--- config.mk ---
export PLATFORM = sky130hd
export DESIGN_NAME = ofr_top
export DESIGN_NICKNAME = d
export VERILOG_FILES = /design/src/hw/ofr_top.v
export VERILOG_INCLUDE_DIRS = /design/src /design/src/hw
export SDC_FILE = /design/constraint.sdc
export NUM_CORES = 1
export LEC_CHECK = 0
export ABC_AREA = 1
export BUFFER_PORTS_ARGS = -buffer_cell sky130_fd_sc_hd__buf_2
export CELL_PAD_IN_SITES_DETAIL_PLACEMENT = 0
export CELL_PAD_IN_SITES_GLOBAL_PLACEMENT = 2
export CORE_ASPECT_RATIO = 0.5
export CORE_MARGIN = 1
export CORE_UTILIZATION = 34
export CTS_BUF_LIST = sky130_fd_sc_hd__clkbuf_8
export CTS_CLUSTER_DIAMETER = 120
export DETAILED_ROUTE_END_ITERATION = 7
export PLACE_DENSITY_LB_ADDON = 0.1
export SLEW_MARGIN = 20
export SYNTH_ARGS = -nofsm -noshare
export SYNTH_HDL_FRONTEND = slang
export SYNTH_SLANG_ARGS = --single-unit
--- constraint.sdc ---
create_clock -name mclk_i -period 3.7 [get_ports mclk_i]
set_input_delay 0.74 -clock mclk_i [delete_from_list [all_inputs] [get_ports mclk_i]]
set_output_delay 0.74 -clock mclk_i [all_outputs]
set_load 0.05 [all_outputs]
--- src/hw/ofr_regs.vh ---
// Behaviour
// - undervoltage fault sets summary, flag, alert
// - undervoltage detection waits for start-up criteria
// - undervoltage detection off while channel inactive
// - undervoltage detection off during rise, fall
// - response 00 keeps running, ignores fault
// - response 01 delays, then applies retry
// - response 10 disables output, then retry
// - response 11 rejected, raises logic fault
// - retry 000-110 latches output off
// - retry 111 restarts forever at interval
// - bits 2:0 count 10us delay units
// - flags hold until clear, cycle, power
// - turn-on timeout sets three flags, alert
// - turn-on timeout limit zero disables it
// - overcurrent response byte at 0x47, default 0
`ifndef OFR_REGS_VH
`define OFR_REGS_VH

// ****************************************************
// command codes and reset values
// ****************************************************
`define OFR_CMD_OC_RESP     8'h47
`define OFR_CMD_UV_RESP     8'hc5
`define OFR_OC_RESP_RST     8'h00
`define OFR_UV_RESP_RST     8'h00
`define OFR_PAGE_ALL        8'hff

// ****************************************************
// response byte fields
// ****************************************************
`define OFR_RESP_MSB        7
`define OFR_RESP_LSB        6
`define OFR_RETRY_MSB       5
`define OFR_RETRY_LSB       3
`define OFR_DELAY_MSB       2
`define OFR_DELAY_LSB       0
`define OFR_RESP_IGNORE     2'h0
`define OFR_RESP_DELAYED    2'h1
`define OFR_RESP_SHUTDOWN   2'h2
`define OFR_RESP_BAD        2'h3
`define OFR_RETRY_FOREVER   3'h7

// ****************************************************
// timing
// ****************************************************
`define OFR_CLK_PERIOD_NS   50
`define OFR_DELAY_UNIT_NS   10000
`define OFR_UNIT_CYCLES     ((`OFR_DELAY_UNIT_NS + `OFR_CLK_PERIOD_NS - 1) / `OFR_CLK_PERIOD_NS)

`endif

--- src/hw/ofr_top.v ---
`timescale 1ns/100ps
`include "ofr_regs.vh"

module ofr_top
#(
    parameter [7:0] PAGE_ID = 8'h00,
    parameter       TW      = 16
)
(
    // clock and reset
    input  wire          mclk_i,
    input  wire          sys_rst_i,
    // decoded command strobes from the serial engine
    input  wire          cmd_wr_i,
    input  wire          cmd_rd_i,
    input  wire [7:0]    cmd_code_i,
    input  wire [7:0]    cmd_page_i,
    input  wire [7:0]    cmd_data_i,
    input  wire          clear_faults_i,
    output reg  [7:0]    cmd_rd_data_o,
    // settings kept elsewhere
    input  wire [TW-1:0] restart_interval_setting_i,
    input  wire [TW-1:0] ton_max_limit_i,
    input  wire          uv_alert_mask_i,
    input  wire          ton_alert_mask_i,
    // channel control and sequencer
    input  wire          channel_run_pin_i,
    input  wire          operation_on_i,
    input  wire          ton_delay_done_i,
    input  wire          ton_rise_done_i,
    input  wire          rise_active_i,
    input  wire          fall_active_i,
    input  wire          oc_present_i,
    input  wire          other_latch_fault_i,
    // analog comparator, low while output under threshold
    input  wire          uv_above_i,
    // status flags
    output reg           status_word_vout_o,
    output reg           status_vout_uv_o,
    output reg           status_vout_ton_o,
    output reg           status_byte_nota_o,
    output reg           status_cml_o,
    // output drive
    output wire          chan_enable_o,
    // alert open-drain pin
    input  wire          alert_in_i,
    output wire          alert_out_o,
    output wire          alert_oe_o
);

// ****************************************************
// state codes
// ****************************************************
localparam [2:0] ST_IDLE  = 3'h0;
localparam [2:0] ST_RUN   = 3'h1;
localparam [2:0] ST_DELAY = 3'h2;
localparam [2:0] ST_LATCH = 3'h3;
localparam [2:0] ST_RETRY = 3'h4;
localparam [31:0] UNIT_CYC  = `OFR_UNIT_CYCLES;
localparam [7:0]  UNIT_LAST = UNIT_CYC[7:0] - 8'h01;

// ****************************************************
// helpers
// ****************************************************
// a command applies to this page or to all pages
function page_hit;
    input [7:0] page;
    begin
        page_hit = (page == PAGE_ID) || (page == `OFR_PAGE_ALL);
    end
endfunction

// next value of a 10us divider, restarting when cleared
function [7:0] div_next;
    input [7:0] cnt;
    input       clr;
    begin
        if (clr || (cnt == UNIT_LAST))
            div_next = 8'h00;
        else
            div_next = cnt + 8'h01;
    end
endfunction

// ****************************************************
// pin synchronisers
// ****************************************************
reg  [2:0]    run_sync_r;
reg  [2:0]    uv_sync_r;
reg           run_filt_r;
reg           uv_above_r;

// three stages; a change counts once stages two and three agree
always @(posedge mclk_i or posedge sys_rst_i)
begin
    if (sys_rst_i)
    begin
        run_sync_r <= 3'h0;
        uv_sync_r  <= 3'h0;
        run_filt_r <= 1'b0;
        uv_above_r <= 1'b0;
    end
    else
    begin
        run_sync_r <= {run_sync_r[1:0], channel_run_pin_i};
        uv_sync_r  <= {uv_sync_r[1:0], uv_above_i};
        if (run_sync_r[1] == run_sync_r[2])
            run_filt_r <= run_sync_r[2];
        if (uv_sync_r[1] == uv_sync_r[2])
            uv_above_r <= uv_sync_r[2];
    end
end

// ****************************************************
// command registers
// ****************************************************
reg  [7:0]    oc_action_r;
reg  [7:0]    uv_action_r;
wire          wr_hit = cmd_wr_i && page_hit(cmd_page_i);
wire          uv_wr  = wr_hit && (cmd_code_i == `OFR_CMD_UV_RESP);
wire          uv_bad = cmd_data_i[`OFR_RESP_MSB:`OFR_RESP_LSB] == `OFR_RESP_BAD;
wire          cml_set = uv_wr && uv_bad;

// writes; a bad undervoltage response code is dropped, not stored
always @(posedge mclk_i or posedge sys_rst_i)
begin
    if (sys_rst_i)
    begin
        oc_action_r <= `OFR_OC_RESP_RST;
        uv_action_r <= `OFR_UV_RESP_RST;
    end
    else
    begin
        if (wr_hit && (cmd_code_i == `OFR_CMD_OC_RESP))
            oc_action_r <= cmd_data_i;
        if (uv_wr && !uv_bad)
            uv_action_r <= cmd_data_i;
    end
end

// reads; unknown codes and other pages return zero
always @(posedge mclk_i or posedge sys_rst_i)
begin
    if (sys_rst_i)
        cmd_rd_data_o <= 8'h00;
    else if (cmd_rd_i)
    begin
        if (page_hit(cmd_page_i) && (cmd_code_i == `OFR_CMD_OC_RESP))
            cmd_rd_data_o <= oc_action_r;
        else if (page_hit(cmd_page_i) && (cmd_code_i == `OFR_CMD_UV_RESP))
            cmd_rd_data_o <= uv_action_r;
        else
            cmd_rd_data_o <= 8'h00;
    end
end

wire [1:0]    resp_code  = uv_action_r[`OFR_RESP_MSB:`OFR_RESP_LSB];
wire [2:0]    retry_code = uv_action_r[`OFR_RETRY_MSB:`OFR_RETRY_LSB];
wire [2:0]    dly_units  = uv_action_r[`OFR_DELAY_MSB:`OFR_DELAY_LSB];

// ****************************************************
// channel on/off and turn-on timing
// ****************************************************
reg  [2:0]    state_r;
reg  [2:0]    state_nxt;
reg           cmd_on_d_r;
reg  [7:0]    ton_div_r;
reg  [TW-1:0] ton_cnt_r;
reg           ton_done_r;
reg           thr_seen_r;
wire          cmd_on   = run_filt_r && operation_on_i;
wire          on_rise  = cmd_on && !cmd_on_d_r;
wire          driving  = (state_r == ST_RUN) || (state_r == ST_DELAY);
wire          ton_tick = driving && (ton_div_r == UNIT_LAST);
wire [TW-1:0] ton_limit_next = ton_cnt_r + {{(TW-1){1'b0}}, 1'b1};
wire          ton_hit  = ton_tick && !ton_done_r && (ton_limit_next == ton_max_limit_i);
wire          ton_fault = ton_hit && !thr_seen_r && (ton_max_limit_i != {TW{1'b0}});

// timeout window runs from each enable; zero limit means no window
always @(posedge mclk_i or posedge sys_rst_i)
begin
    if (sys_rst_i)
    begin
        cmd_on_d_r <= 1'b0;
        ton_div_r  <= 8'h00;
        ton_cnt_r  <= {TW{1'b0}};
        ton_done_r <= 1'b0;
        thr_seen_r <= 1'b0;
    end
    else
    begin
        cmd_on_d_r <= cmd_on;
        ton_div_r  <= div_next(ton_div_r, !driving);
        if (!driving)
        begin
            ton_cnt_r  <= {TW{1'b0}};
            ton_done_r <= 1'b0;
            thr_seen_r <= 1'b0;
        end
        else
        begin
            if ((ton_max_limit_i == {TW{1'b0}}) || ton_hit)
                ton_done_r <= 1'b1;
            if (ton_tick && !ton_done_r)
                ton_cnt_r <= ton_limit_next;
            if (uv_above_r)
                thr_seen_r <= 1'b1;
        end
    end
end

// ****************************************************
// undervoltage detection with masking
// ****************************************************
// every start-up criterion must hold before a low output counts
wire          uv_armed = driving && cmd_on
                      && ton_done_r && ton_delay_done_i
                      && ton_rise_done_i && thr_seen_r
                      && !oc_present_i;
wire          uv_det   = uv_armed && !rise_active_i
                      && !fall_active_i && !uv_above_r;

// ****************************************************
// fault response sequencing
// ****************************************************
reg  [7:0]    st_div_r;
reg  [TW-1:0] st_cnt_r;
wire          st_tick = (st_div_r == UNIT_LAST);
wire          dly_over = ({{(TW-3){1'b0}}, dly_units} == st_cnt_r);
wire          rty_over = (restart_interval_setting_i <= st_cnt_r + {{(TW-1){1'b0}}, 1'b1});
wire          stop_rty = (retry_code != `OFR_RETRY_FOREVER) || other_latch_fault_i;

// response to an armed fault, from the running or delay state
always @*
begin
    state_nxt = state_r;
    case (state_r)
        ST_IDLE:
            if (cmd_on)
                state_nxt = ST_RUN;
        ST_RUN:
            if (uv_det && (resp_code == `OFR_RESP_DELAYED))
                state_nxt = ST_DELAY;
            else if (uv_det && (resp_code == `OFR_RESP_SHUTDOWN))
                state_nxt = stop_rty ? ST_LATCH : ST_RETRY;
        ST_DELAY:
            if (!uv_det)
                state_nxt = ST_RUN;
            else if (dly_over)
                state_nxt = stop_rty ? ST_LATCH : ST_RETRY;
        ST_LATCH:
            if (clear_faults_i)
                state_nxt = ST_RUN;
        ST_RETRY:
            if (other_latch_fault_i)
                state_nxt = ST_LATCH;
            else if (st_tick && rty_over)
                state_nxt = ST_RUN;
        default:
            state_nxt = ST_IDLE;
    endcase
    // a command to turn off overrides every response
    if (!cmd_on)
        state_nxt = ST_IDLE;
end

// delay and retry counts restart on every state change
always @(posedge mclk_i or posedge sys_rst_i)
begin
    if (sys_rst_i)
    begin
        state_r  <= ST_IDLE;
        st_div_r <= 8'h00;
        st_cnt_r <= {TW{1'b0}};
    end
    else
    begin
        state_r  <= state_nxt;
        st_div_r <= div_next(st_div_r, state_nxt != state_r);
        if (state_nxt != state_r)
            st_cnt_r <= {TW{1'b0}};
        else if (st_tick && (st_cnt_r != {TW{1'b1}}))
            st_cnt_r <= st_cnt_r + {{(TW-1){1'b0}}, 1'b1};
    end
end

// response 00 never leaves the running state, so drive is kept
assign chan_enable_o = driving;

// ****************************************************
// sticky status flags
// ****************************************************
// clear by command or a fresh turn-on; a new event wins over the clear
wire          flag_clr = clear_faults_i || on_rise;

always @(posedge mclk_i or posedge sys_rst_i)
begin
    if (sys_rst_i)
    begin
        status_word_vout_o <= 1'b0;
        status_vout_uv_o   <= 1'b0;
        status_vout_ton_o  <= 1'b0;
        status_byte_nota_o <= 1'b0;
        status_cml_o       <= 1'b0;
    end
    else
    begin
        if (uv_det || ton_fault)
            status_word_vout_o <= 1'b1;
        else if (flag_clr)
            status_word_vout_o <= 1'b0;
        if (uv_det)
            status_vout_uv_o <= 1'b1;
        else if (flag_clr)
            status_vout_uv_o <= 1'b0;
        if (ton_fault)
            status_vout_ton_o <= 1'b1;
        else if (flag_clr)
            status_vout_ton_o <= 1'b0;
        if (ton_fault)
            status_byte_nota_o <= 1'b1;
        else if (flag_clr)
            status_byte_nota_o <= 1'b0;
        if (cml_set)
            status_cml_o <= 1'b1;
        else if (flag_clr)
            status_cml_o <= 1'b0;
    end
end

// ****************************************************
// alert pin
// ****************************************************
// open drain: only ever pulled low, the pad input is not needed here
assign alert_out_o = 1'b0;
assign alert_oe_o  = (status_vout_uv_o && !uv_alert_mask_i)
                  || (status_vout_ton_o && !ton_alert_mask_i)
                  || status_cml_o;

endmodule // ofr_top

---- After elaboration in Yosys (flattened, before gate mapping) ----
Index checks and enable logic that the tools add are counted.
cells by class
  $mul .................................... 0
  $lt $le $gt $ge ......................... 1
  reduce and logical (&&, ||, !) cells .... 59
  eq/ne operators ......................... 22
  multiplexer cells ....................... 27
  shift-type cells ........................ 0
  $add $sub $neg .......................... 4
  div/mod/pow operators ................... 0
  bitwise logic cells ..................... 0
operators with widths
  kind                                                              number
  16-bit two-way mux                                                4
  16-bit by 1-bit adder with 16-bit output (second input constant)  2
  8-bit == test (second input constant)                             4
  8-bit two-way mux                                                 4
  1-bit logical AND                                                 29
  3-bit two-way mux                                                 9
  8-bit by 1-bit adder with 8-bit output (second input constant)    2
  16-bit == test                                                    1
  3-bit by 16-bit == test with 1-bit output                         1
  16-bit <= comparator                                              1
  16-bit zero test                                                  1
  16-bit != test (second input constant)                            1
  16-bit nonzero test                                               1
  3-bit one-hot mux with 5 select lines                             1
  1-bit zero test                                                   11
  1-bit logical OR                                                  10
  2-bit nonzero test                                                5
  1-bit two-way mux                                                 9
  8-bit by 7-bit == test with 1-bit output (second input constant)  1
  8-bit zero test                                                   1
  3-bit by 2-bit == test with 1-bit output (second input constant)  2
  2-bit == test (second input constant)                             2
  2-bit by 1-bit != test with 1-bit output (second input constant)  2
  3-bit by 1-bit == test with 1-bit output (second input constant)  1
  other kinds (7)                                                   8
word-level totals
  bits in writable memories ............... 0
  bits in registers ....................... 90
  ROM bits ................................ 0
  output and inout port bits .............. 16
  bits in latches ......................... 0
  memories ................................ 0
  logic and storage cells ................. 132

---- Logic depth before layout (Yosys ltp) ----
Gate-level depths: netlist of run 1.
  depth after elaboration ................. 19
  mapped depth ............................ 26
  mapped depth without buffers ............ 25

---- Worst setup path after synthesis of run 1 ----
No wires, ideal clock.
  path kind ............................... register to register
  start point ............................. register st_cnt_r[2]
  end point ............................... register st_cnt_r[0]
  setup time .............................. 0.124 ns
  data arrival time ....................... 2.980 ns
  required time ........................... 3.576 ns
  stages on the path, launching flop included .. 26
  slack ................................... 0.597 ns
  path through ............................ dfrtp_1 > nand3_1 > nand3b_1 > nor2_1 > nand3_1 > nor2_1 > nand2_1 > nor2_1 > nand3_1 > xor2_1 > inv_1 > ha_1 > nand2_1 > nor3_1 > nand3_1 > nand2_1 > nand2_1 > nand2_1 > nand2_1 > nand2_1 > nand2_1 > nand2_1 > nand2_2 > nand3_4 > buf_12 > nor2_4
on the way
  longest elaborated chain between the ends .. 9
  elaborated cells on any way between the ends .. 15
RTL lines
  item                                                             line           RTL
  start: declaration                                               ofr_top.v:227  reg [TW-1:0] st_cnt_r;
  start signal: assignment                                         ofr_top.v:274  st_cnt_r <= {TW{1'b0}};
  start signal: assignment                                         ofr_top.v:281  st_cnt_r <= {TW{1'b0}};
  start signal: assignment                                         ofr_top.v:283  st_cnt_r <= st_cnt_r + {{(TW-1){1'b0}}, 1'b1};
  16-bit by 1-bit adder with 16-bit output                         ofr_top.v:230  wire rty_over = (restart_interval_setting_i <= st_cnt_r + {{(TW-1){1'b0}}, 1'b1});
  16-bit <= comparator                                             ofr_top.v:230
  1-bit logical AND                                                ofr_top.v:257  else if (st_tick && rty_over)
  3-bit two-way mux                                                ofr_top.v:257
  3-bit two-way mux                                                ofr_top.v:255  if (other_latch_fault_i)
  3-bit one-hot mux with 5 select lines                            ofr_top.v:237  case (state_r)
  3-bit two-way mux                                                ofr_top.v:263  if (!cmd_on)
  3-bit != test                                                    ofr_top.v:280  if (state_nxt != state_r)
  16-bit two-way mux / 2-bit nonzero test (equally long branches)  --
Parallel ways exist; a longest one is shown, timed or not.
A chain may end at the register's enable or synchronous reset.

---- Final worst setup path of run 1 ----
  start point ............................. register st_cnt_r[0]
  end point ............................... register st_cnt_r[9]
on the way
  longest elaborated chain between the ends .. 9
  elaborated cells on any way between the ends .. 16
RTL lines
  item                                                             line
  16-bit by 1-bit adder with 16-bit output                         ofr_top.v:230, ofr_top.v:283
  16-bit <= comparator                                             ofr_top.v:230
  1-bit logical AND                                                ofr_top.v:257
  3-bit two-way mux                                                ofr_top.v:257
  3-bit two-way mux                                                ofr_top.v:255
  3-bit one-hot mux with 5 select lines                            ofr_top.v:237
  3-bit two-way mux                                                ofr_top.v:263
  3-bit != test                                                    ofr_top.v:280
  16-bit two-way mux / 2-bit nonzero test (equally long branches)  --
Parallel ways exist; a longest one is shown, timed or not. The select of a mux whose other input is x is not followed.

==> impl_metrics.sql, run 1 <==
INSERT INTO impl_metrics (metric_group, metric, value, unit) VALUES
('status', 'run_status', 'finished clean', ''),
('sta', 'finalHoldWorstSlack', '0.3549', 'ns'),
('synth', 'post_synth_num_cell_types', '47', ''),
('clock_network', 'tritoncts', 'built', ''),
('critical_path', 'worst-path-max-fanout', '8', ''),
('critical_path', 'critPathKind', 'reg -> reg', ''),
('power_and_ir_drop', 'power-per-cell-area', '299.1', 'nW/µm²'),
('floorplan', 'initial_utilization', '35.58', '%'),
('placed_design', 'dp_hpwl', '10740', 'µm'),
('grt', 'antenna_found_initial', '0', ''),
('grt', 'grt_first_pass_wirelength', '23890', 'µm'),
('grt', 'grt_pass1_vias', '4963', ''),
('worst_hold_path', 'min_path_type', 'reg -> reg', ''),
('critical_path', 'arrival', '3.70', 'ns'),
('floorplan', 'io_pins', '89', ''),
('clock_network', 'cts_hold_repair.buffers', '0', ''),
('sta', 'slew_headroom', '48.61', '%'),
('floorplan', 'row_count', '32', ''),
('sta', 'layout_min_cycle_time', '3.433', 'ns'),
('clock_network', 'clkLatencyLatePin', '0.37', 'ns'),
('finish', 'seqCellArea', '2252', 'µm²'),
('sta', 'fmax', '0.2912', 'GHz'),
('synth', 'postSynthCellCount', '741', ''),
('finish', 'area_of_combinational_cells_with_multiple_inputs', '2894', 'µm²'),
('sta', 'clock_skew', '0.01507', 'ns'),
('finish', 'final_nets', '935', ''),
('clock_network', 'ctsRootBufferMaster', 'sky130_fd_sc_hd__clkbuf_8', ''),
('sta', 'period_share', '92.80', '%'),
('clock_network', 'cts_max_path_buffers', '2', ''),
('sta', 'max_transition_viols_final', '0', ''),
('synth', 'ys_seq_area_share', '40.23', '%'),
('placed_design', 'buffer_ports.inserted', '86', ''),
('routing', 'drt_wirelength', '13790', 'µm'),
('critical_path', 'critical_path.n_buffers_inverters', '2', ''),
('synth', 'ys_ff_latch', '90', ''),
('critical_path', 'critical_path.endpoint_type', 'flop', ''),
('synth', 'async_flop_share', '100.0', '%'),
('synth', 'synth-edff-count', '0', ''),
('critical_path', 'cp_slowest_stage_delay', '0.43', 'ns'),
('finish', 'share_of_post_route_cells_with_drive_strength_above_1', '19.72', '%'),
('sta', 'hold_viol', '0', ''),
('grt', 'maximum_number_of_pins_on_one_net_before_global_route_repair', '52', ''),
('clock_network', 'cts_max_level', '3', ''),
('clock_network', 'cts-buffers-inserted', '9', ''),
('sta', 'final_critical_path_setup_slack', '0.2665', 'ns'),
('placed_design', 'gp_congestion', '0.8397', ''),
('grt', 'global_route.usage.total', '17.76', '%'),
('critical_path', 'critical-path-top-cell-by-count', 'sky130_fd_sc_hd__nand2_1', ''),
('sta', 'setup_violations', '0', ''),
('routing', 'routedWlPerCell', '12.91', 'µm'),
('synth', 'synth.yosys.warnings', '0', ''),
('clock_network', 'clkSinkCount', '90', ''),
('placed_design', 'place_ws', '0.1197', 'ns'),
('run', 'max_cap_viol_count', '0', ''),
('routing', 'drc', '0', ''),
('critical_path', 'cp_slowest_cell', 'sky130_fd_sc_hd__dfrtp_1', ''),
('floorplan', 'chipWidth', '183.5', 'µm'),
('routing', 'detail_route.iter0.violations', '215', ''),
('synth', 'syn_avg_cell_area', '7.554', 'µm²'),
('finish', 'antennaDiodeCount', '0', ''),
('critical_path', 'worst-endpoint-required', '3.96', 'ns'),
('routing', 'drt-pass1-iter-count', '4', ''),
('synth', 'synth_top_flop_cell', 'sky130_fd_sc_hd__dfrtp_1', ''),
('power_and_ir_drop', 'cellLeakagePower', '3.108', 'nW'),
('synth', 'synth_area', '5598', 'µm²'),
('sta', 'worst_slew_pin_slew', '0.7709', 'ns'),
('floorplan', 'die_area', '17010', 'µm²'),
('finish', 'syn2layout_area_growth', '19.00', '%'),
('critical_path', 'crit_path_start_kind', 'flop', ''),
('routing', 'drt.antenna.violating_nets', '0', ''),
('routing', 'via_count', '4932', ''),
('power_and_ir_drop', 'irDropWorstVdd', '0.1368', 'mV'),
('clock_network', 'clkTransAtPathRegs', '0.10', 'ns'),
('floorplan', 'floorplan.core_area', '15740', 'µm²'),
('floorplan', 'die_y', '92.73', 'µm'),
('routing', 'vias_per_cell', '4.618', ''),
('critical_path', 'cpLargestDelayFamily', 'simple AND/OR/NAND/NOR gates', ''),
('grt', 'grt-ovfl-total', '0', ''),
('synth', 'synth_fp_nets', '834', ''),
('finish', 'nFillCells', '1688', '');
-- layer usage --
metal  vias to the layer above  routed length, µm  track usage [%]
met5                         -                  0                0
met4                         0                201            4.375
met3                        14                421            3.578
met2                        72               6325            29.92
met1                      2241               6837            23.31
li1                       2605                  -                -
-- synthesized netlist by cell type (8+ instances only) --
cell type | n | area, µm²
sky130_fd_sc_hd__nor2_1 | 82 | 307.8
sky130_fd_sc_hd__o21ai_1 | 8 | 40.04
sky130_fd_sc_hd__nand2_1 | 155 | 581.8
sky130_fd_sc_hd__nor3_1 | 10 | 50.05
sky130_fd_sc_hd__inv_1 | 113 | 424.2
sky130_fd_sc_hd__o21ai_0 | 37 | 185.2
sky130_fd_sc_hd__nand3_1 | 53 | 265.3
sky130_fd_sc_hd__nor2_4 | 10 | 112.6
sky130_fd_sc_hd__ha_1 | 20 | 250.2
sky130_fd_sc_hd__o22ai_1 | 9 | 56.30
sky130_fd_sc_hd__a21oi_1 | 16 | 80.08
sky130_fd_sc_hd__a31oi_1 | 8 | 50.05
sky130_fd_sc_hd__nor4_1 | 8 | 50.05
sky130_fd_sc_hd__nand4_1 | 33 | 206.5
sky130_fd_sc_hd__dfrtp_1 | 90 | 2252
sky130_fd_sc_hd__xor2_1 | 29 | 254.0
-- final cells by class --
type	count	share of cell area [%]
Clock buffer	9	1.860
Tap cell	221	4.151
Sequential cell	90	33.81
Timing Repair Buffer	103	8.866
Inverter	119	6.724
Multi-Input combinational cell	519	43.44
Clock inverter	7	1.146
-- final timing paths --
kind                          startpoint                to  slack, ns  cells after the start
max in group asynchronous      sys_rst_i        run_filt_r       2.51                      3
hold / removal             run_sync_r[0]     run_sync_r[1]       0.35                      0
min in group asynchronous      sys_rst_i  cmd_rd_data_o[5]       0.47                      2
setup reg to reg             st_cnt_r[0]       st_cnt_r[9]       0.27                     26
hold reg to reg            run_sync_r[0]     run_sync_r[1]       0.35                      0
setup / recovery             st_cnt_r[0]       st_cnt_r[9]       0.27                     26
-- cell usage in the layout (no fill, tap or decap), types with 3 or more instances in the layout --
cell and instances:
sky130_fd_sc_hd__a21oi_1 15, sky130_fd_sc_hd__a31oi_1 8, sky130_fd_sc_hd__buf_2 86, sky130_fd_sc_hd__buf_4 13, sky130_fd_sc_hd__clkbuf_8 9, sky130_fd_sc_hd__clkinv_1 3, sky130_fd_sc_hd__dfrtp_1 90, sky130_fd_sc_hd__ha_1 20
sky130_fd_sc_hd__inv_1 112, sky130_fd_sc_hd__inv_2 3, sky130_fd_sc_hd__nand2_1 150, sky130_fd_sc_hd__nand2_2 9, sky130_fd_sc_hd__nand3_1 50, sky130_fd_sc_hd__nand3_2 3, sky130_fd_sc_hd__nand4_1 33, sky130_fd_sc_hd__nor2_1 78
sky130_fd_sc_hd__nor2_2 9, sky130_fd_sc_hd__nor2_4 10, sky130_fd_sc_hd__nor3_1 9, sky130_fd_sc_hd__nor3_2 3, sky130_fd_sc_hd__nor4_1 8, sky130_fd_sc_hd__o21ai_0 36, sky130_fd_sc_hd__o21ai_1 9, sky130_fd_sc_hd__o22ai_1 9
sky130_fd_sc_hd__xnor2_1 5, sky130_fd_sc_hd__xor2_1 26, sky130_fd_sc_hd__xor2_2 3
-- metrics by stage --
stage	total power, mW	utilization [%]	area, µm²	setup TNS, ns	std cells
finish	1.993	42.33	6661	0	1068
global route	2.109	42.33	6661	-0.1363	1068
CTS	2.028	41.41	6516	0	1060
detailed placement	1.313	40.14	6316	0	1044
global placement	1.311	40.14	6316	0	1044
floorplan	1.219	-	5598	0	741
-- cells by family after synthesis --
group / count (synthesis) / share of synthesized area [%]
adders and majority gates: 22 / 4.828
DFF: 90 / 40.23
and+or+nand+nor: 376 / 31.63
buffers and inverters: 132 / 9.454
AOI/OAI and AO/OA: 86 / 8.471
other: 1 / 0.06699
xor gates and xnor gates: 34 / 5.320
-- power by group --
part           leakage, nW  internal (mW)  total (mW)  switching, mW
logic                 1.80         0.0979       0.265          0.167
registers             1.21           1.01        1.03         0.0190
clock network       0.0962          0.317       0.697          0.380
total                 3.11           1.43        1.99          0.566
-- flip-flops by register name (all words and copies together), names as in the netlist --
register / flops
uv_above_r: 1
status_word_vout_o: 1
run_filt_r: 1
uv_action_r: 8
uv_sync_r: 3
status_byte_nota_o: 1
run_sync_r: 3
ton_done_r: 1
st_cnt_r: 16
ton_div_r: 8
status_cml_o: 1
thr_seen_r: 1
ton_cnt_r: 16
cmd_on_d_r: 1
cmd_rd_data_o: 8
oc_action_r: 8
st_div_r: 8
status_vout_uv_o: 1
state_r: 3
-- what timing repair did --
action,in CTS,in global routing
buffers inserted,0,8
endpoints found under the hold margin,0,0
setup endpoints to repair,0,24
gates resized for setup,0,21
Power figures use the tool's default switching activity.
==> inputs of run 2 (changes only) <==
- MAX_ROUTING_LAYER: default -> met4
==> run 2 against run 1 <==
Net effect: power rose by 0.15%; clock power hardly changed; register-to-register slack about the same; clock skew barely moved; first-iteration DRC count rose by 1.4%; maximum frequency barely moved; clock-buffer cell count unchanged; worst hold slack improved by 0.00062 ns; combinational power about the same; critical path depth is the same; die area unchanged; via count is 0.10% higher.
==> impl_metrics.sql, run 2 (synthesis gave the netlist of run 1 again) <==
INSERT INTO impl_metrics (metric_group, metric, value, unit) VALUES
('floorplan', 'floorplan.core_area', '15740', 'µm²'),
('routing', 'routedWlPerCell', '12.91', 'µm'),
('floorplan', 'chipWidth', '183.5', 'µm'),
('sta', 'period_share', '92.83', '%'),
('placed_design', 'buffer_ports.inserted', '86', ''),
('critical_path', 'critPathKind', 'reg -> reg', ''),
('finish', 'final_cell_mix', 'sky130_fd_sc_hd__nand2_1, sky130_fd_sc_hd__inv_1, sky130_fd_sc_hd__dfrtp_1, sky130_fd_sc_hd__buf_2, sky130_fd_sc_hd__nor2_1', ''),
('grt', 'global_route.usage.total', '18.27', '%'),
('floorplan', 'row_count', '32', ''),
('routing', 'drt_wirelength', '13790', 'µm'),
('routing', 'drt.antenna.violating_nets', '0', ''),
('sta', 'worst_slew_pin_slew', '0.7690', 'ns'),
('clock_network', 'cts_max_path_buffers', '2', ''),
('finish', 'antennaDiodeCount', '0', ''),
('critical_path', 'worst-endpoint-required', '3.96', 'ns'),
('power_and_ir_drop', 'total_power', '1.996', 'mW'),
('sta', 'slew_headroom', '48.73', '%'),
('floorplan', 'die_area', '17010', 'µm²'),
('grt', 'grt_pass1_vias', '4963', ''),
('sta', 'fmax', '0.2911', 'GHz'),
('power_and_ir_drop', 'power-per-cell-area', '299.6', 'nW/µm²'),
('finish', 'most_common_cell_after_layout_fill_and_taps_aside', 'sky130_fd_sc_hd__nand2_1', ''),
('routing', 'via_count', '4937', ''),
('sta', 'finalHoldWorstSlack', '0.3555', 'ns'),
('routing', 'detail_route.iter0.violations', '218', ''),
('grt', 'grt-ovfl-total', '0', ''),
('sta', 'setup_violations', '0', ''),
('critical_path', 'arrival', '3.70', 'ns'),
('placed_design', 'gp_congestion', '0.8528', ''),
('grt', 'maximum_number_of_pins_on_one_net_before_global_route_repair', '52', ''),
('critical_path', 'critical_path.n_buffers_inverters', '2', ''),
('critical_path', 'critical_path.endpoint_type', 'flop', ''),
('finish', 'area_of_combinational_cells_with_multiple_inputs', '2894', 'µm²'),
('critical_path', 'cpLargestDelayFamily', 'simple AND/OR/NAND/NOR gates', ''),
('finish', 'final_nets', '935', ''),
('clock_network', 'ctsRootBufferMaster', 'sky130_fd_sc_hd__clkbuf_8', ''),
('power_and_ir_drop', 'irDropWorstVdd', '0.1369', 'mV'),
('routing', 'drt-pass1-iter-count', '4', ''),
('grt', 'grt_first_pass_wirelength', '23890', 'µm'),
('critical_path', 'worst-path-max-fanout', '8', ''),
('finish', 'nFillCells', '1688', ''),
('sta', 'layout_min_cycle_time', '3.435', 'ns'),
('clock_network', 'cts_hold_repair.buffers', '0', ''),
('placed_design', 'dp_hpwl', '10740', 'µm'),
('power_and_ir_drop', 'cellLeakagePower', '3.108', 'nW'),
('floorplan', 'initial_utilization', '35.58', '%'),
('clock_network', 'clkLatencyLatePin', '0.37', 'ns'),
('status', 'run_status', 'finished clean', ''),
('critical_path', 'crit_path_start_kind', 'flop', ''),
('run', 'max_cap_viol_count', '0', ''),
('floorplan', 'die_y', '92.73', 'µm'),
('clock_network', 'tritoncts', 'built', ''),
('finish', 'largest_registers', 'st_cnt_r: 16 flops, ton_cnt_r: 16 flops', ''),
('worst_hold_path', 'min_path_type', 'reg -> reg', ''),
('critical_path', 'cp_slowest_stage_delay', '0.43', 'ns'),
('sta', 'hold_viol', '0', ''),
('clock_network', 'cts_max_level', '3', ''),
('clock_network', 'clkTransAtPathRegs', '0.10', 'ns'),
('routing', 'drc', '0', ''),
('finish', 'share_of_post_route_cells_with_drive_strength_above_1', '19.72', '%'),
('grt', 'antenna_found_initial', '0', ''),
('critical_path', 'cp_slowest_cell', 'sky130_fd_sc_hd__dfrtp_1', ''),
('finish', 'syn2layout_area_growth', '19.00', '%'),
('finish', 'seqCellArea', '2252', 'µm²'),
('sta', 'clock_skew', '0.01481', 'ns'),
('sta', 'max_transition_viols_final', '0', ''),
('routing', 'vias_per_cell', '4.623', ''),
('clock_network', 'clkSinkCount', '90', ''),
('floorplan', 'io_pins', '89', ''),
('clock_network', 'cts-buffers-inserted', '9', ''),
('critical_path', 'critical-path-top-cell-by-count', 'sky130_fd_sc_hd__nand2_1', '');
==> run 2: power breakdown <==
group / total, mW / leakage (nW) / switching (mW) / internal [mW]
registers: 1.03 / 1.21 / 0.0190 / 1.01
logic: 0.265 / 1.80 / 0.167 / 0.0979
clock network: 0.700 / 0.0962 / 0.383 / 0.317
total: 2.00 / 3.11 / 0.569 / 1.43
==> run 2: cell type report <==
class	instances	area share, %
clock inverter	7	1.146
clock buffer	9	1.860
sequential	90	33.81
tap	221	4.151
inverter	119	6.724
timing repair buffer	103	8.866
multi-input combinational	519	43.44
==> run 2: through the flow <==
| step | instances | instance area (µm²) | util (%) | TNS (ns) | setup WS [ns] |
|---|---|---|---|---|---|
| after floorplan | 741 | 5598 | - | 0 | 0.5966 |
| after global placement | 1044 | 6316 | 40.14 | 0 | 0.1889 |
| after detailed placement | 1044 | 6316 | 40.14 | 0 | 0.1197 |
| after CTS | 1060 | 6516 | 41.41 | 0 | 0.07712 |
| after global routing | 1068 | 6661 | 42.33 | -0.1363 | -0.03195 |
| final | 1068 | 6661 | 42.33 | 0 | 0.2652 |
==> run 2: worst paths after layout <==
kind	cells after the start	endpoint	slack [ns]	start
setup / recovery	26	st_cnt_r[9]	0.27	st_cnt_r[0]
hold / removal	0	run_sync_r[1]	0.36	run_sync_r[0]
setup reg to reg	26	st_cnt_r[9]	0.27	st_cnt_r[0]
hold reg to reg	0	run_sync_r[1]	0.36	run_sync_r[0]
max in group asynchronous	3	run_filt_r	2.51	sys_rst_i
min in group asynchronous	2	cmd_rd_data_o[5]	0.47	sys_rst_i
==> run 2: repair_timing <==
item | 4_1_cts | 5_1_grt
resized for setup | 0 | 21
hold endpoints to repair | 0 | 0
setup endpoints to repair | 0 | 24
setup buffers | 0 | 8
==> run 2: layer usage <==
metal | part of all wire, % | track usage (%) | vias to the layer above
met3 | 2.8 | 3.460 | 14
met2 | 46 | 29.92 | 71
met1 | 50 | 23.36 | 2250
met4 | 1.4 | 4.375 | 0
li1 | - | - | 2602
met5 | 0 | - | -
==> run 2: worst register-to-register path: stages (launching register included) <==
cell and delay, ns:
sky130_fd_sc_hd__dfrtp_1 0.43, sky130_fd_sc_hd__nand3_2 0.09, sky130_fd_sc_hd__nand3b_1 0.20, sky130_fd_sc_hd__nor2_2 0.17, sky130_fd_sc_hd__nand3_2 0.10, sky130_fd_sc_hd__nor2_2 0.14, sky130_fd_sc_hd__nand2_1 0.07, sky130_fd_sc_hd__nor2_2 0.14
sky130_fd_sc_hd__nand3_2 0.10, sky130_fd_sc_hd__xor2_2 0.20, sky130_fd_sc_hd__inv_1 0.07, sky130_fd_sc_hd__ha_1 0.29, sky130_fd_sc_hd__a21oi_1 0.14, sky130_fd_sc_hd__o21ai_1 0.08, sky130_fd_sc_hd__a21oi_1 0.11, sky130_fd_sc_hd__nand2_1 0.07
sky130_fd_sc_hd__nand2_2 0.08, sky130_fd_sc_hd__nand2_2 0.06, sky130_fd_sc_hd__nand2_1 0.09, sky130_fd_sc_hd__nand2_1 0.05, sky130_fd_sc_hd__nand2_1 0.07, sky130_fd_sc_hd__nand2_1 0.06, sky130_fd_sc_hd__nand2_1 0.07, sky130_fd_sc_hd__nand2_2 0.09
sky130_fd_sc_hd__nand3_4 0.16, sky130_fd_sc_hd__buf_12 0.17, sky130_fd_sc_hd__nor2_4 0.03
